[config.mk]
export PLATFORM = sky130hd
export DESIGN_NAME = hci_status_cmds
export DESIGN_NICKNAME = d
export VERILOG_FILES = /design/src/core/hci_status_pkg.sv /design/src/core/fail_cnt_if.sv /design/src/core/fail_cnt_bank.sv /design/src/core/rssi_golden_cmp.sv /design/src/core/hci_status_cmds.sv
export SDC_FILE = /design/constraint.sdc
export NUM_CORES = 1
export LEC_CHECK = 0
export BUFFER_PORTS_ARGS = -buffer_cell sky130_fd_sc_hd__buf_4
export CORE_MARGIN = 1
export CORE_UTILIZATION = 40
export DETAILED_ROUTE_END_ITERATION = 16
export GPL_TIMING_DRIVEN = 0
export SLEW_MARGIN = 30
export SYNTH_ARGS = -nofsm -noshare
export SYNTH_HDL_FRONTEND = slang
export SYNTH_SLANG_ARGS = --single-unit
[constraint.sdc]
create_clock -name i_clk_sys -period 3.45 [get_ports i_clk_sys]
set_input_delay 0.345 -clock i_clk_sys [delete_from_list [all_inputs] [get_ports i_clk_sys]]
set_output_delay 0.345 -clock i_clk_sys [all_outputs]
set_load 0.05 [all_outputs]
[src/core/hci_status_pkg.sv]
// Purpose: Shared constants for the status-parameter command group.
// Assumes: One 50 MHz system clock; connection slots map to handles 0..NUM_CONN-1.
// Notes:   Widths and codes are fixed; nothing here is a run-time setting.
package hci_status_pkg;

  // ----------------------------------------------------------------
  // Command encoding
  // ----------------------------------------------------------------
  localparam int OPCODE_W = 16;
  localparam int OGF_LSB = 10;
  localparam int OGF_W = 6;
  localparam int OCF_W = 10;
  localparam logic [5:0] OGF_STATUS = 6'h05;
  localparam logic [9:0] OCF_READ_FAIL_CNT = 10'h001;
  localparam logic [9:0] OCF_RESET_FAIL_CNT = 10'h002;
  localparam logic [9:0] OCF_LINK_QUALITY = 10'h003;
  // Arbitrary code for the signal-strength query
  localparam logic [9:0] OCF_SIGNAL_STRENGTH = 10'h005;

  // ----------------------------------------------------------------
  // Connection handles
  // ----------------------------------------------------------------
  localparam int HANDLE_W = 16;
  localparam int HANDLE_BITS = 12;
  localparam logic [11:0] HANDLE_MAX_VALID = 12'h0EFF;
  localparam int NUM_CONN = 4;
  localparam int SLOT_W = 2;
  localparam logic [11:0] HANDLE_SLOTS = 12'h004;

  // ----------------------------------------------------------------
  // Status codes and return values
  // ----------------------------------------------------------------
  localparam logic [7:0] ST_SUCCESS = 8'h00;
  localparam logic [7:0] ST_UNKNOWN_CMD = 8'h01;
  localparam logic [7:0] ST_NO_CONNECTION = 8'h02;
  localparam logic [7:0] ST_BAD_PARAM = 8'h12;
  localparam int COUNT_W = 16;
  localparam logic [15:0] COUNT_MAX = 16'hFFFF;
  localparam logic [15:0] COUNT_ZERO = 16'h0000;
  localparam logic [1:0] LEN_NONE = 2'h0;
  localparam logic [1:0] LEN_ONE = 2'h1;
  localparam logic [1:0] LEN_TWO = 2'h2;

  // ----------------------------------------------------------------
  // Golden receive range, dBm, two's complement
  // ----------------------------------------------------------------
  localparam logic signed [7:0] GOLDEN_LOW_DBM = 8'shC4;
  localparam logic signed [7:0] GOLDEN_HIGH_DBM = 8'shD8;
  localparam logic signed [8:0] DB_POS_LIMIT = 9'sh07F;

  typedef enum {
    ST_IDLE,
    ST_EXEC,
    ST_DONE
  } ctrl_state_t;

endpackage : hci_status_pkg

[src/core/fail_cnt_if.sv]
// Purpose: Link between the command sequencer and the failed-contact counter bank.
// Assumes: Same clock on both sides.
// Notes:   Clear is a one-cycle pulse; the count is combinational from the bank.
`timescale 1ns/1ps
interface fail_cnt_if;
  logic clr;
  logic [hci_status_pkg::SLOT_W-1:0] sel;
  logic [hci_status_pkg::COUNT_W-1:0] count;

  modport bank (
    input clr,
    input sel,
    output count
  );

  modport ctrl (
    output clr,
    output sel,
    input count
  );
endinterface : fail_cnt_if

[src/core/fail_cnt_bank.sv]
// Purpose: One failed-contact counter per connection slot.
// Assumes: Baseband event strobes come from logic on the same clock.
// Notes:   Counters saturate rather than wrap.
`timescale 1ns/1ps
module fail_cnt_bank (
  input wire logic i_clk_sys,
  input wire logic i_arst_n,
  input wire logic i_clk_en,
  input wire logic [hci_status_pkg::NUM_CONN-1:0] i_flush,
  input wire logic [hci_status_pkg::NUM_CONN-1:0] i_ack,
  input wire logic [hci_status_pkg::NUM_CONN-1:0] i_new_conn,
  fail_cnt_if.bank cnt_if
);

  logic [hci_status_pkg::COUNT_W-1:0] cnt_reg [hci_status_pkg::NUM_CONN];
  logic [hci_status_pkg::COUNT_W-1:0] cnt_next [hci_status_pkg::NUM_CONN];

  always_comb
  begin
    for (int i = 0; i < hci_status_pkg::NUM_CONN; i++)
    begin
      logic zero_it;
      zero_it = 1'b0;
      cnt_next[i] = cnt_reg[i];
      if (i_new_conn[i] || (i_ack[i] && (cnt_reg[i] != hci_status_pkg::COUNT_ZERO)))
      begin
        zero_it = 1'b1;
      end
      if (cnt_if.clr && (cnt_if.sel == i[hci_status_pkg::SLOT_W-1:0]))
      begin
        zero_it = 1'b1;
      end
      if (zero_it)
      begin
        cnt_next[i] = hci_status_pkg::COUNT_ZERO;
      end
      // count flushed packet
      // A flush in an ack or reset-command clearing cycle still counts, so the event is not lost; a new link drops it
      if (i_flush[i] && !i_new_conn[i])
      begin
        if (zero_it)
        begin
          cnt_next[i] = 16'h0001;
        end
        else if (cnt_reg[i] != hci_status_pkg::COUNT_MAX)
        begin
          cnt_next[i] = cnt_reg[i] + 16'h0001;
        end
      end
    end
  end

  always_ff @(posedge i_clk_sys or negedge i_arst_n)
  begin
    if (!i_arst_n)
    begin
      for (int i = 0; i < hci_status_pkg::NUM_CONN; i++)
      begin
        cnt_reg[i] <= 16'h0000;
      end
    end
    else if (i_clk_en)
    begin
      for (int i = 0; i < hci_status_pkg::NUM_CONN; i++)
      begin
        cnt_reg[i] <= cnt_next[i];
      end
    end
  end

  assign cnt_if.count = cnt_reg[cnt_if.sel];

endmodule : fail_cnt_bank

[src/core/rssi_golden_cmp.sv]
// Purpose: Express a received level relative to the golden receive range.
// Assumes: Input is a signed dBm estimate from the radio.
// Notes:   Purely combinational; result saturates at +127 dB.
`timescale 1ns/1ps
module rssi_golden_cmp (
  input wire logic signed [7:0] i_level_dbm,
  output logic signed [7:0] o_rel_db
);

  logic signed [8:0] above;
  logic signed [8:0] below;

  always_comb
  begin
    above = 9'(i_level_dbm) - 9'(hci_status_pkg::GOLDEN_HIGH_DBM);
    below = 9'(i_level_dbm) - 9'(hci_status_pkg::GOLDEN_LOW_DBM);
    o_rel_db = 8'sh00;
    if (i_level_dbm > hci_status_pkg::GOLDEN_HIGH_DBM)
    begin
      o_rel_db = (above > hci_status_pkg::DB_POS_LIMIT) ? 8'sh7F : above[7:0];
    end
    else if (i_level_dbm < hci_status_pkg::GOLDEN_LOW_DBM)
    begin
      // Below side never exceeds -68 dB, so no clip needed
      o_rel_db = below[7:0];
    end
  end

endmodule : rssi_golden_cmp

[src/core/hci_status_cmds.sv]
// Purpose: Executes the status-parameter commands and emits completion events.
// Assumes: Command, baseband and radio inputs come from logic on i_clk_sys.
// Notes:   One command in flight; ready drops while a command is executing.
//
// Summary of operation
// - Group field 0x05 selects this command group.
// - Opcode 0x0001 reads the counter, returns status, handle, count.
// - Count returned is two bytes, consecutive failures on that link.
// - Handles use low 12 bits; 0x0F00 to 0x0FFF are reserved.
// - Each flush after timeout adds one to that link's counter; the code drops a flush in a new-link cycle and holds the count at 0xFFFF.
// - Counter cleared on new link, ack while nonzero, or reset command.
// - Opcode 0x0002 resets the counter, returns status and handle.
// - Status byte first: zero on success, nonzero error code otherwise.
// - The handle acted on is echoed in the return.
// - Each completed command raises completion event unless masked.
// - Opcode 0x0003 returns one unsigned quality byte, higher is better.
// - Quality derivation is ours; any measure keeping the ordering.
// - Strength: positive above range, negative below, zero inside, in dB.
// - Must at least classify strength as inside, above or below.
// - Strength result is one signed byte, -128 to 127.
`timescale 1ns/1ps
module hci_status_cmds (
  input wire logic i_clk_sys,
  input wire logic i_arst_n,
  input wire logic i_clk_en,
  input wire logic i_cmd_valid,
  input wire logic [15:0] i_cmd_opcode,
  input wire logic [15:0] i_cmd_handle,
  input wire logic i_evt_complete_en,
  input wire logic [3:0] i_conn_active,
  input wire logic [3:0] i_conn_is_acl,
  input wire logic [3:0] i_flush,
  input wire logic [3:0] i_ack,
  input wire logic [3:0] i_new_conn,
  input wire logic [31:0] i_link_quality,
  input wire logic [31:0] i_rssi_dbm,
  output logic o_cmd_ready,
  output logic o_cmd_done,
  output logic o_evt_valid,
  output logic [15:0] o_evt_opcode,
  output logic [7:0] o_evt_status,
  output logic [15:0] o_evt_handle,
  output logic [15:0] o_evt_value,
  output logic [1:0] o_evt_value_len
);

  // ----------------------------------------------------------------
  // Declarations
  // ----------------------------------------------------------------
  hci_status_pkg::ctrl_state_t state_reg;
  hci_status_pkg::ctrl_state_t state_next;
  logic ready_reg;
  logic ready_next;
  logic done_reg;
  logic done_next;
  logic [15:0] op_reg;
  logic [15:0] op_next;
  logic [15:0] handle_reg;
  logic [15:0] handle_next;

  logic evt_valid_reg;
  logic evt_valid_next;
  logic [15:0] evt_opcode_reg;
  logic [15:0] evt_opcode_next;
  logic [7:0] evt_status_reg;
  logic [7:0] evt_status_next;
  logic [15:0] evt_handle_reg;
  logic [15:0] evt_handle_next;
  logic [15:0] evt_value_reg;
  logic [15:0] evt_value_next;
  logic [1:0] evt_len_reg;
  logic [1:0] evt_len_next;

  logic [5:0] op_group;
  logic [9:0] op_cmd;
  logic [11:0] handle_id;
  logic [1:0] slot;
  logic handle_reserved;
  logic handle_known;
  logic handle_acl;
  logic cmd_known;
  logic signed [7:0] slot_rssi;
  logic signed [7:0] rel_db;
  logic [7:0] slot_quality;

  fail_cnt_if cnt_if ();

  // ----------------------------------------------------------------
  // Submodules
  // ----------------------------------------------------------------
  fail_cnt_bank u_fail_cnt_bank (
    .i_clk_sys(i_clk_sys),
    .i_arst_n(i_arst_n),
    .i_clk_en(i_clk_en),
    .i_flush(i_flush),
    .i_ack(i_ack),
    .i_new_conn(i_new_conn),
    .cnt_if(cnt_if.bank)
  );

  rssi_golden_cmp u_rssi_golden_cmp (
    .i_level_dbm(slot_rssi),
    .o_rel_db(rel_db)
  );

  // ----------------------------------------------------------------
  // Decode of the latched command
  // ----------------------------------------------------------------
  always_comb
  begin
    op_group = op_reg[hci_status_pkg::OGF_LSB +: hci_status_pkg::OGF_W];
    op_cmd = op_reg[hci_status_pkg::OCF_W-1:0];
    handle_id = handle_reg[hci_status_pkg::HANDLE_BITS-1:0];
    slot = handle_id[hci_status_pkg::SLOT_W-1:0];
    handle_reserved = (handle_id > hci_status_pkg::HANDLE_MAX_VALID);
    handle_known = !handle_reserved && (handle_id < hci_status_pkg::HANDLE_SLOTS) && i_conn_active[slot];
    handle_acl = i_conn_is_acl[slot];
    cmd_known = 1'b0;
    if (op_cmd == hci_status_pkg::OCF_READ_FAIL_CNT)
    begin
      cmd_known = 1'b1;
    end
    else if (op_cmd == hci_status_pkg::OCF_RESET_FAIL_CNT)
    begin
      cmd_known = 1'b1;
    end
    else if (op_cmd == hci_status_pkg::OCF_LINK_QUALITY)
    begin
      cmd_known = 1'b1;
    end
    else if (op_cmd == hci_status_pkg::OCF_SIGNAL_STRENGTH)
    begin
      cmd_known = 1'b1;
    end
  end

  assign slot_quality = i_link_quality[slot*8 +: 8];
  assign slot_rssi = i_rssi_dbm[slot*8 +: 8];
  assign cnt_if.sel = slot;

  // ----------------------------------------------------------------
  // Command sequencer
  // ----------------------------------------------------------------
  always_comb
  begin
    state_next = state_reg;
    ready_next = ready_reg;
    done_next = 1'b0;
    op_next = op_reg;
    handle_next = handle_reg;
    evt_valid_next = 1'b0;
    evt_opcode_next = evt_opcode_reg;
    evt_status_next = evt_status_reg;
    evt_handle_next = evt_handle_reg;
    evt_value_next = evt_value_reg;
    evt_len_next = evt_len_reg;
    cnt_if.clr = 1'b0;
    case (state_reg)
      hci_status_pkg::ST_IDLE:
      begin
        // Foreign groups are left to other command handlers
        if (i_cmd_valid && (i_cmd_opcode[hci_status_pkg::OGF_LSB +: hci_status_pkg::OGF_W]
            == hci_status_pkg::OGF_STATUS))
        begin
          op_next = i_cmd_opcode;
          handle_next = i_cmd_handle;
          ready_next = 1'b0;
          state_next = hci_status_pkg::ST_EXEC;
        end
      end
      hci_status_pkg::ST_EXEC:
      begin
        evt_opcode_next = op_reg;
        evt_handle_next = handle_reg;
        evt_value_next = hci_status_pkg::COUNT_ZERO;
        evt_len_next = hci_status_pkg::LEN_NONE;
        evt_status_next = hci_status_pkg::ST_SUCCESS;
        if (!cmd_known || (op_group != hci_status_pkg::OGF_STATUS))
        begin
          evt_status_next = hci_status_pkg::ST_UNKNOWN_CMD;
        end
        else if (handle_reserved)
        begin
          evt_status_next = hci_status_pkg::ST_BAD_PARAM;
        end
        else if (!handle_known || !handle_acl)
        begin
          evt_status_next = hci_status_pkg::ST_NO_CONNECTION;
        end
        else if (op_cmd == hci_status_pkg::OCF_READ_FAIL_CNT)
        begin
          evt_value_next = cnt_if.count;
          evt_len_next = hci_status_pkg::LEN_TWO;
        end
        else if (op_cmd == hci_status_pkg::OCF_RESET_FAIL_CNT)
        begin
          cnt_if.clr = 1'b1;
        end
        else if (op_cmd == hci_status_pkg::OCF_LINK_QUALITY)
        begin
          evt_value_next = {8'h00, slot_quality};
          evt_len_next = hci_status_pkg::LEN_ONE;
        end
        else
        begin
          evt_value_next = {{8{rel_db[7]}}, rel_db};
          evt_len_next = hci_status_pkg::LEN_ONE;
        end
        evt_valid_next = i_evt_complete_en;
        done_next = 1'b1;
        state_next = hci_status_pkg::ST_DONE;
      end
      hci_status_pkg::ST_DONE:
      begin
        // One cycle with done high before ready returns for the next command
        ready_next = 1'b1;
        state_next = hci_status_pkg::ST_IDLE;
      end
      default:
      begin
        ready_next = 1'b1;
        state_next = hci_status_pkg::ST_IDLE;
      end
    endcase
  end

  always_ff @(posedge i_clk_sys or negedge i_arst_n)
  begin
    if (!i_arst_n)
    begin
      state_reg <= hci_status_pkg::ST_IDLE;
      ready_reg <= 1'b1;
      done_reg <= 1'b0;
      op_reg <= 16'h0000;
      handle_reg <= 16'h0000;
      evt_valid_reg <= 1'b0;
      evt_opcode_reg <= 16'h0000;
      evt_status_reg <= 8'h00;
      evt_handle_reg <= 16'h0000;
      evt_value_reg <= 16'h0000;
      evt_len_reg <= 2'h0;
    end
    else if (i_clk_en)
    begin
      state_reg <= state_next;
      ready_reg <= ready_next;
      done_reg <= done_next;
      op_reg <= op_next;
      handle_reg <= handle_next;
      evt_valid_reg <= evt_valid_next;
      evt_opcode_reg <= evt_opcode_next;
      evt_status_reg <= evt_status_next;
      evt_handle_reg <= evt_handle_next;
      evt_value_reg <= evt_value_next;
      evt_len_reg <= evt_len_next;
    end
  end

  // ----------------------------------------------------------------
  // Outputs
  // ----------------------------------------------------------------
  assign o_cmd_ready = ready_reg;
  assign o_cmd_done = done_reg;
  assign o_evt_valid = evt_valid_reg;
  assign o_evt_opcode = evt_opcode_reg;
  assign o_evt_status = evt_status_reg;
  assign o_evt_handle = evt_handle_reg;
  assign o_evt_value = evt_value_reg;
  assign o_evt_value_len = evt_len_reg;

endmodule : hci_status_cmds

==> results of run 1 <==
[cell type report]
class | instances | area, µm²
fillers | 1923 | 9990
flip-flops and latches | 154 | 3850
repair buffers | 192 | 1490
clock inverters | 14 | 153
well taps | 275 | 344
plain buffers | 40 | 241
clock buffers | 17 | 425
inverters | 25 | 96.3
multi-input cells | 591 | 4560
[logic make-up (layout without fill, tap and decap cells)]
logic type / count (synthesis) / in the layout
muxes: 94 / 94
DFF: 154 / 154
buffers and inverters: 65 / 288
adders and majority gates: 16 / 16
xor gates and xnor gates: 57 / 57
AOI/OAI and AO/OA: 110 / 110
and+or+nand+nor: 309 / 309
other: 1 / 5
[critical path: stages, from the launching register on]
cell and delay (ps):
dfrtp_1 370, buf_12 150, buf_12 120, mux4_2 560, inv_2 100, ha_1 160, nand2b_1 120, or2_2 290
a21oi_1 150, o21ai_0 110, ha_2 410, nor2_1 70, mux2i_1 170, nand3_1 110, a31o_2 250
[per-stage QoR]
step | setup WS, ps | total power, mW | util
2_1_floorplan | 300 | 2.39 | -
3_3_place_gp | -233 | 2.68 | 0.489
3_5_place_dp | -303 | 2.70 | 0.492
4_1_cts | 35.8 | 4.59 | 0.522
5_1_grt | -12.1 | 4.78 | 0.528
6_report | 213 | 4.58 | 0.528
[power by group through the flow]
stage	clock network [mW]	logic (mW)	registers [mW]
floorplan	0	0.432	1.96
global placement	0	0.750	1.93
detailed placement	0	0.767	1.93
CTS	1.90	0.784	1.90
global route	1.98	0.885	1.91
finish	1.87	0.813	1.90
[worst max-delay path by stage]
stage,start,end,slack (ps),depth (start not counted)
6_report,handle_reg[0],o_evt_value[3],210,14
5_1_grt,handle_reg[0],o_evt_value[3],-10,14
4_1_cts,handle_reg[0],o_evt_value[4],40,14
3_5_place_dp,handle_reg[0],o_evt_value[4],-300,11
3_3_place_gp,handle_reg[0],o_evt_value[14],-230,11
2_1_floorplan,handle_reg[0],o_evt_value[2],300,14
[cell usage in the layout, fill, tap and decap left out, types with 7 or more instances in the layout]
| cell type | instances |
|---|---|
| nor2_1 | 87 |
| mux4_2 | 33 |
| inv_1 | 22 |
| ha_1 | 15 |
| clkbuf_1 | 20 |
| and2_1 | 9 |
| and4_1 | 8 |
| mux2_2 | 56 |
| xor2_1 | 33 |
| clkbuf_16 | 17 |
| buf_4 | 196 |
| dfrtp_1 | 153 |
| nand3_1 | 35 |
| a21oi_1 | 19 |
| o21ai_0 | 31 |
| nor3_1 | 9 |
| inv_6 | 9 |
| nand4_1 | 22 |
| nand2_1 | 60 |
| and3_1 | 11 |
| xnor2_1 | 24 |
| nor4_1 | 14 |
| nand2b_1 | 7 |
| nor4b_1 | 7 |
| nor2b_1 | 8 |
[per-layer routing]
| metal | global-route usage | part of all wire | vias to the layer above |
|---|---|---|---|
| li1 | - | - | 3348 |
| met4 | 0.0847 | 0.025 | 0 |
| met1 | 0.314 | 0.44 | 3552 |
| met3 | 0.0401 | 0.051 | 40 |
| met5 | 0 | 0 | - |
| met2 | 0.376 | 0.48 | 208 |
[repair_timing]
action                     CTS  global route
hold endpoints to repair    43             0
setup buffers                3            11
hold buffers                 1             0
setup endpoints to repair   25            24
resized for setup            7            11
pin swaps                    0             2
==> results.md, run 1 <==
* CTS tree: done
* Peak supply drop at 0.000338 V
* Root buffer cell: clkbuf_16
* Largest family of logic cells by synthesized area: simple AND/OR/NAND/NOR gates
* Initial antenna violation count at 0
* CTS Sinks at ~150
* Row count at 53
* Worst Path Required at 3780 ps
* Router iterations before antenna repair at 4
* Synth async-reset ratio at 1.00
* Max reg flops at between 60 and 70
* Leak at 5.23 nW
* #FFs+latches synth at 154
* Worst-path fanout max at 9
* Hold Path Cell Cnt at 2
* Final Setup Violations at 0
* Non-filler cells, final at 1308
* Clock Skews at 10.9 ps
* Status: finished, final reports clean
* Share of layout cells above drive strength 1 at 0.346
* Count leader, synth: dfrtp_1
* Mean Syn Cell Area at 10.8 µm²
* Seq/Total Area, Yosys at 0.444
* Switching power at 1.33 mW
* Violation count after the first detailed-route iteration at 464
* Cell count of the worst reg-to-reg path at 14
* Count of pins over their slew limit at 0
* H-Tree Depth at 4
* Power Density at between 400 and 500 nW/µm²
* Slew @ Worst Pin at 1000 ps
* Residual DRC at 0
* Clock Path Buffers at 2
* Max_slew headroom at 0.326
* Vias per cell at 5.46
* Post-Synth Simple-Gate Area at 0.184
* Worst setup SP type: flop
* Top cell type's share of synthesized area at 0.441
* Post-route cell area at 11200 µm²
* Final Cycle Share at 0.938
* Top cell type by total area after synthesis: dfrtp_1
* Register share of total power at 0.415
* NumNets Final at 1158
* Unique masters post-synth at 72
* Post-synth EDFFs at 0
* Core footprint at 21200 µm²
* Final hold violation count at 0
* IO Port Bufs at roughly 180
* Die area at around 22000 µm²
* Worst hold-check path type: input pin to flop
* Initial core utilization at 0.410
* Num CTS Buffers at 17
* Worst r2r src: handle_reg[0]
* Compound-Gate Fraction of Synth Area at 0.0910
* Post-Syn Instances at approximately 800
* Synth Area in Adders at 0.0231
* Post-synthesis mux area share at 0.164
* Top cells by count, synth: dfrtp_1 (153), nor2_1 (87), nand2_1 (60)
* Max-cap viol count at 0
* ANT cells at 0
* Dominant cells by area after synthesis: dfrtp_1 (44%), mux4_2 (8.6%), mux2_2 (7.3%)
* Final setup TNS at 0 ps
* Die height at 149 µm
* Die Width at 149 µm
* Yosys warning count at 0
* # placed instances at 1262
* CP Class: flop to flop
* Area delta synth->final at 28.7%
* Clock power frac at 0.407
* Hold Path End: handle_reg[9]
* Critical path arrival at approximately 3600 ps
* Global placement routability congestion at 0.867
* Max Fclk at 309 MHz
* Fin Hold WS at 141 ps
* Critical Path End Type: flop
* Reg clk slew, reported paths at roughly 70 ps
* Reg2reg end: o_evt_value[3]
* Total Routed Length at 25.0 mm
* Switching share of power at 0.289
* IO Count at approximately 180
* Detailed placement HPWL at 18.7 mm
* Combinational Power Share at 0.177
* Mapped Area at 8680 µm²
* XOR/XNOR share of the synthesized area at 0.0575
* Int Power at 3.26 mW
* Period minus WS final at 3240 ps
* WL/cell at 19.1 µm
* Vias in the first global route at 7084
* Tot GR Track Use at 0.233
* R2R Setup Slk at 210 ps
* Grt ovf at 0
* Worst hold start: i_cmd_handle[9]
* Largest net degree at the start of global routing at 62
* Cell Area, Placed at 10400 µm²
* Via count at between 7000 and 8000
* Clock latency on the worst-skew pair at around 430 ps
* Main flop type after synthesis: dfrtp_1
* Post-DRT Antenna Nets at 0
* First-pass GRT wire length at 39.1 mm
Note: power is estimated with default switching activity, not from simulation.
==> inputs of run 2 (changes only) <==
RECOVER_POWER = 50   (was not set)
==> run 2 against run 1 <==
Net effect:
- the run now ends with capacitance limit, slew limit left
- clock-buffer cell count did not move
- power fell by 0.20%
- cell count did not move
- core utilization shrank 0.53 points
- register-to-register slack barely moved
- critical endpoint unchanged
- largest power group unchanged
==> results.md, run 2 (synthesis results as in run 1) <==
* Status: finished, violations left
* Failing checks: capacitance limit, slew limit
* Row count at 53
* CTS Sinks at 154
* Vias per cell at 5.47
* Post-DRT Antenna Nets at 0
* Violation count after the first detailed-route iteration at 330
* Share of layout cells above drive strength 1 at 0.318
* Most frequent cells in the layout: buf_4 (169), dfrtp_1 (153), nor2_1 (87)
* Most common cell after layout, fill and taps aside: buf_4
* Worst-path fanout max at 9
* Multi-input gate area at ~4600 µm²
* Vias in the first global route at 7084
* Non-filler cells, final at 1308
* Delay of the slowest critical-path stage at around 560 ps
* Root buffer cell: clkbuf_16
* CP max-delay cell: mux4_2
* IO Port Bufs at 175
* Initial core utilization at 0.410
* Period minus WS final at roughly 3200 ps
* Worst hold-check path type: input pin to flop
* CP Class: flop to flop
* Final worst setup slack at about 210 ps
* Residual DRC at 0
* IO Count at 182
* Core footprint at 21200 µm²
* Clock latency on the worst-skew pair at around 430 ps
* H-Tree Depth at 4
* # placed instances at 1262
* Num CTS Buffers at 17
* Die height at 149 µm
* Clock Skews at 10.1 ps
* Final setup TNS at 0 ps
* Max_slew headroom at -0.848
* Max reg flops at 64
* Hold Path Cell Cnt at 2
* Reg clk slew, reported paths at 70 ps
* Largest net degree at the start of global routing at 62
* Total Routed Length at 25.0 mm
* Slew @ Worst Pin at 2770 ps
* R2R Setup Slk at 210 ps
* Pwr Total at 4.57 mW
* Worst Path Required at 3780 ps
* Met2 wire length at about 12 mm
* Detailed placement HPWL at 18.7 mm
* Initial antenna violation count at 0
* Leak at 5.11 nW
* Final Cycle Share at 0.939
* ANT cells at 0
* Count of pins over their slew limit at between 40 and 50
* Clock Path Buffers at 2
* NumNets Final at approximately 1200
* Worst setup SP type: flop
* Critical path, cell by cell: buf_12 > buf_12 > mux4_2 > inv_2 > ha_1 > nand2b_1 > or2_2 > a21oi_1 > o21ai_0 > ha_2 > nor2_1 > mux2i_1 > nand3_1 > a31o_2
* Tot GR Track Use at 0.233
* Peak supply drop at 0.000339 V
* Post-Place Worst Slack at -303 ps
* Global placement routability congestion at 0.867
* Uppermost routed layer: met4
* Die Width at 149 µm
* Seq. cell area at a little under 4000 µm²
* Via count at 7150
* Power Density at 414 nW/µm²
* Area delta synth->final at 27.4%
* Post-Route Utilization at 0.523
* FILL cells at a little under 2000
* Max Fclk at 309 MHz
* Critical Path End Type: flop
* Critical path arrival at 3570 ps
* Worst path most repeated cell: buf_12
* WL/cell at about 19 µm
* Final Setup Violations at 0
* Max-cap viol count at 1
* Router iterations before antenna repair at 5
* First-pass GRT wire length at 39.1 mm
* CTS tree: done
* Met1 Wirelength at between 10 and 15 mm
* Grt ovf at 0
* WL met3 at between 1 and 1.5 mm
* Die area at 22300 µm²
* Cell count of the worst reg-to-reg path at 14
* Final hold violation count at 0
## run 2: path summary, 6_finish.rpt
kind	start	to
worst max-delay path	handle_reg[0]	o_evt_value[3]
worst min-delay path	i_cmd_handle[9]	handle_reg[9]
worst max register to register	handle_reg[0]	o_evt_value[3]
worst min register to register	o_evt_value_len[1]	o_evt_value_len[1]
max in group asynchronous	i_arst_n	u_fail_cnt_bank.cnt_reg[50]
min in group asynchronous	i_arst_n	u_fail_cnt_bank.cnt_reg[23]
## run 2: cell type report
| type | count | area share |
|---|---|---|
| inverters | 25 | 0.00872 |
| repair buffers | 192 | 0.125 |
| clock buffers | 17 | 0.0385 |
| flip-flops and latches | 154 | 0.349 |
| multi-input cells | 591 | 0.412 |
| clock inverters | 14 | 0.0138 |
| well taps | 275 | 0.0311 |
| plain buffers | 40 | 0.0218 |
## run 2: per-layer routing
layer	vias up	track usage
met4	0	0.0847
met3	36	0.0401
met2	210	0.376
met5	-	0
met1	3553	0.314
li1	3351	-
## run 2: worst max-delay path: cells and delay by family, from the launching register on
kind	cells	cell delay, ps
AOI/OAI and AO/OA	3	510
adders and majority gates	2	570
buffers and inverters	3	370
DFF	1	370
muxes	2	730
and+or+nand+nor	4	580
## run 2: stage by stage
step / instance area, µm² / hold slack, ps
after global routing: 11100 / 121
after floorplan: 8690 / 49.4
final: 11100 / 139
after global placement: 10400 / 462
after detailed placement: 10400 / 275
after CTS: 11000 / 120
## run 2: what timing repair did
item | 4_1_cts | 5_1_grt
endpoints found under the hold margin | 43 | 0
resized for setup | 7 | 11
endpoints found under the setup margin | 25 | 24
hold buffers | 1 | 0
setup buffers | 3 | 11
pin swaps | 0 | 2
## run 2: where the power goes
group / switching, mW / internal (mW) / leakage, nW / total (mW)
combinational: 0.434 / 0.371 / 2.70 / 0.805
sequential: 0.0448 / 1.86 / 2.13 / 1.90
clock: 0.844 / 1.02 / 0.282 / 1.86
total: 1.32 / 3.25 / 5.11 / 4.57
==> inputs of run 3 (changes only) <==
REMOVE_ABC_BUFFERS = 1   (was not set)
==> run 3 against run 2 <==
Net effect:
- the flow still finishes with violations (capacitance limit, slew limit)
- cell count down 2.1%
- clock-buffer cell count unchanged
- worst hold slack improved by 1.6 ps
- via count down 2.0%
- maximum frequency fell by 1.5%
- critical endpoint is now u_fail_cnt_bank.cnt_reg[42]
==> results.md, run 3 (synthesis results as in run 1) <==
* IO Count at 182
* Share of layout cells above drive strength 1 at 0.298
* CTS Sinks at 154
* Row count at 53
* Multi-input gate area at 4570 µm²
* ANT cells at 0
* Hold Path End: op_reg[4]
* Clock Path Buffers at 2
* Global placement routability congestion at ~0.85
* Vias per cell at roughly 5.5
* Worst setup SP type: flop
* Final Cycle Share at 0.953
* Count of pins over their slew limit at 36
* Hold Path Cell Cnt at 2
* Largest net degree at the start of global routing at 65
* Tot GR Track Use at 0.223
* Period minus WS final at 3290 ps
* Max-cap viol count at 1
* Detailed placement HPWL at 17.7 mm
* First-pass GRT wire length at ~38 mm
* Post-DRT Antenna Nets at 0
* Die height at 149 µm
* Reg2reg end: u_fail_cnt_bank.cnt_reg[42]
* Max reg flops at 64
* Router iterations before antenna repair at 4
* NumNets Final at 1129
* Leak at 4.94 nW
* Vias in the first global route at 6755
* Seq. cell area at just under 4000 µm²
* Slew @ Worst Pin at 2150 ps
* Worst-path fanout max at 20
* R2R Setup Slk at about 160 ps
* Via count at 7004
* Cell Area, Placed at 10300 µm²
* Power Density at between 400 and 500 nW/µm²
* IO Port Bufs at 176
* Critical Path End Type: flop
* Most common cell after layout, fill and taps aside: dfrtp_1
* Pwr Total at 4.56 mW
* Max_slew headroom at -0.436
* Residual DRC at 0
* GRT busiest layer: met2
* Reg clk slew, reported paths at around 80 ps
* Post-route cell area at approximately 11000 µm²
* Final Setup Violations at 0
* Most frequent cells in the layout: dfrtp_1 (151), buf_4 (139), nor2_1 (86)
* Met3 GRT Util at 0.0425
* Initial antenna violation count at 0
* Met1 GRT Util at 0.298
* Area delta synth->final at 25.5%
* RSZ-0062 raised after global routing: false
* Clock latency on the worst-skew pair at between 400 and 500 ps
* Core footprint at 21200 µm²
* Post-Place Worst Slack at -441 ps
* Worst Path Required at ~3800 ps
* Final worst setup slack at approximately 160 ps
* Critical path arrival at about 3600 ps
* Die Width at 149 µm
* FILL cells at approximately 2000
* Final hold violation count at 0
* Violation count after the first detailed-route iteration at 350
* Failing checks: capacitance limit, slew limit
* Worst hold start: i_cmd_opcode[4]
* Total Routed Length at 24.2 mm
* Fin Hold WS at 141 ps
* Worst hold-check path type: input pin to flop
* Met2 Usage GRT at 0.370
* Cell count of the worst reg-to-reg path at 8
* CTS tree: done
* Grt ovf at 0
* CP Class: flop to flop
* Die area at 22300 µm²
* Initial core utilization at 0.410
* Root buffer cell: clkbuf_16
* Clock Skews at between 10 and 15 ps
* H-Tree Depth at 4
* Num CTS Buffers at 17
* Worst r2r src: handle_reg[1]
* Max Fclk at 304 MHz
* WL/cell at 18.9 µm
* Status: finished, violations left
* Final setup TNS at 0 ps
* Peak supply drop at between 0.0003 and 0.0004 V
## run 3: layout make-up
cell class	count	share of cell area
multi-input combinational	591	0.420
sequential	154	0.354
timing repair buffer	203	0.130
clock buffer	17	0.0390
tap	275	0.0316
clock inverter	15	0.0162
inverter	25	0.00884
## run 3: routing by layer
layer | wire [µm] | up-vias | part of all wire
met5 | 0 | - | 0
met4 | 272 | 0 | 0.011
met3 | 1420 | 14 | 0.058
met2 | 11800 | 213 | 0.49
met1 | 10800 | 3473 | 0.44
li1 | - | 3304 | -
## run 3: per-stage QoR
step                      utilization  instances
after global placement          0.480       1221
after global routing            0.515       1280
after floorplan                     -        770
after CTS                       0.520       1264
final                           0.515       1280
after detailed placement        0.488       1229
## run 3: worst max-delay path by stage
stage | slack (ps) | cells after the start | end | startpoint
floorplan | -760 | 11 | o_evt_value[4] | handle_reg[0]
global placement | -1930 | 7 | u_fail_cnt_bank.cnt_reg[18] | handle_reg[0]
detailed placement | -440 | 8 | u_fail_cnt_bank.cnt_reg[27] | handle_reg[1]
CTS | 1 | 8 | u_fail_cnt_bank.cnt_reg[30] | handle_reg[1]
global route | 20 | 13 | o_evt_value[3] | handle_reg[0]
finish | 160 | 8 | u_fail_cnt_bank.cnt_reg[42] | handle_reg[1]
## run 3: power by group
part	internal [mW]	total, mW	switching, mW	leakage [nW]
registers	1.86	1.91	0.0570	2.13
clock network	0.980	1.87	0.890	0.288
logic	0.360	0.775	0.415	2.53
## run 3: worst max-delay path, stage by stage (launching register included)
cell and delay, ps:
dfrtp_2 580, buf_16 250, inv_4 120, mux4_2 560
or4_4 630, o41a_1 500, nor2_4 280, buf_4 190
nor2_1 50
## run 3: what timing repair did
| item | CTS | global route |
|---|---|---|
| endpoints found under the setup margin | 29 | 45 |
| gates cloned | 1 | 0 |
| resized for setup | 7 | 4 |
| endpoints found under the hold margin | 35 | 0 |
| hold buffers | 1 | 0 |
| pin swaps | 1 | 2 |
| setup buffers | 1 | 16 |
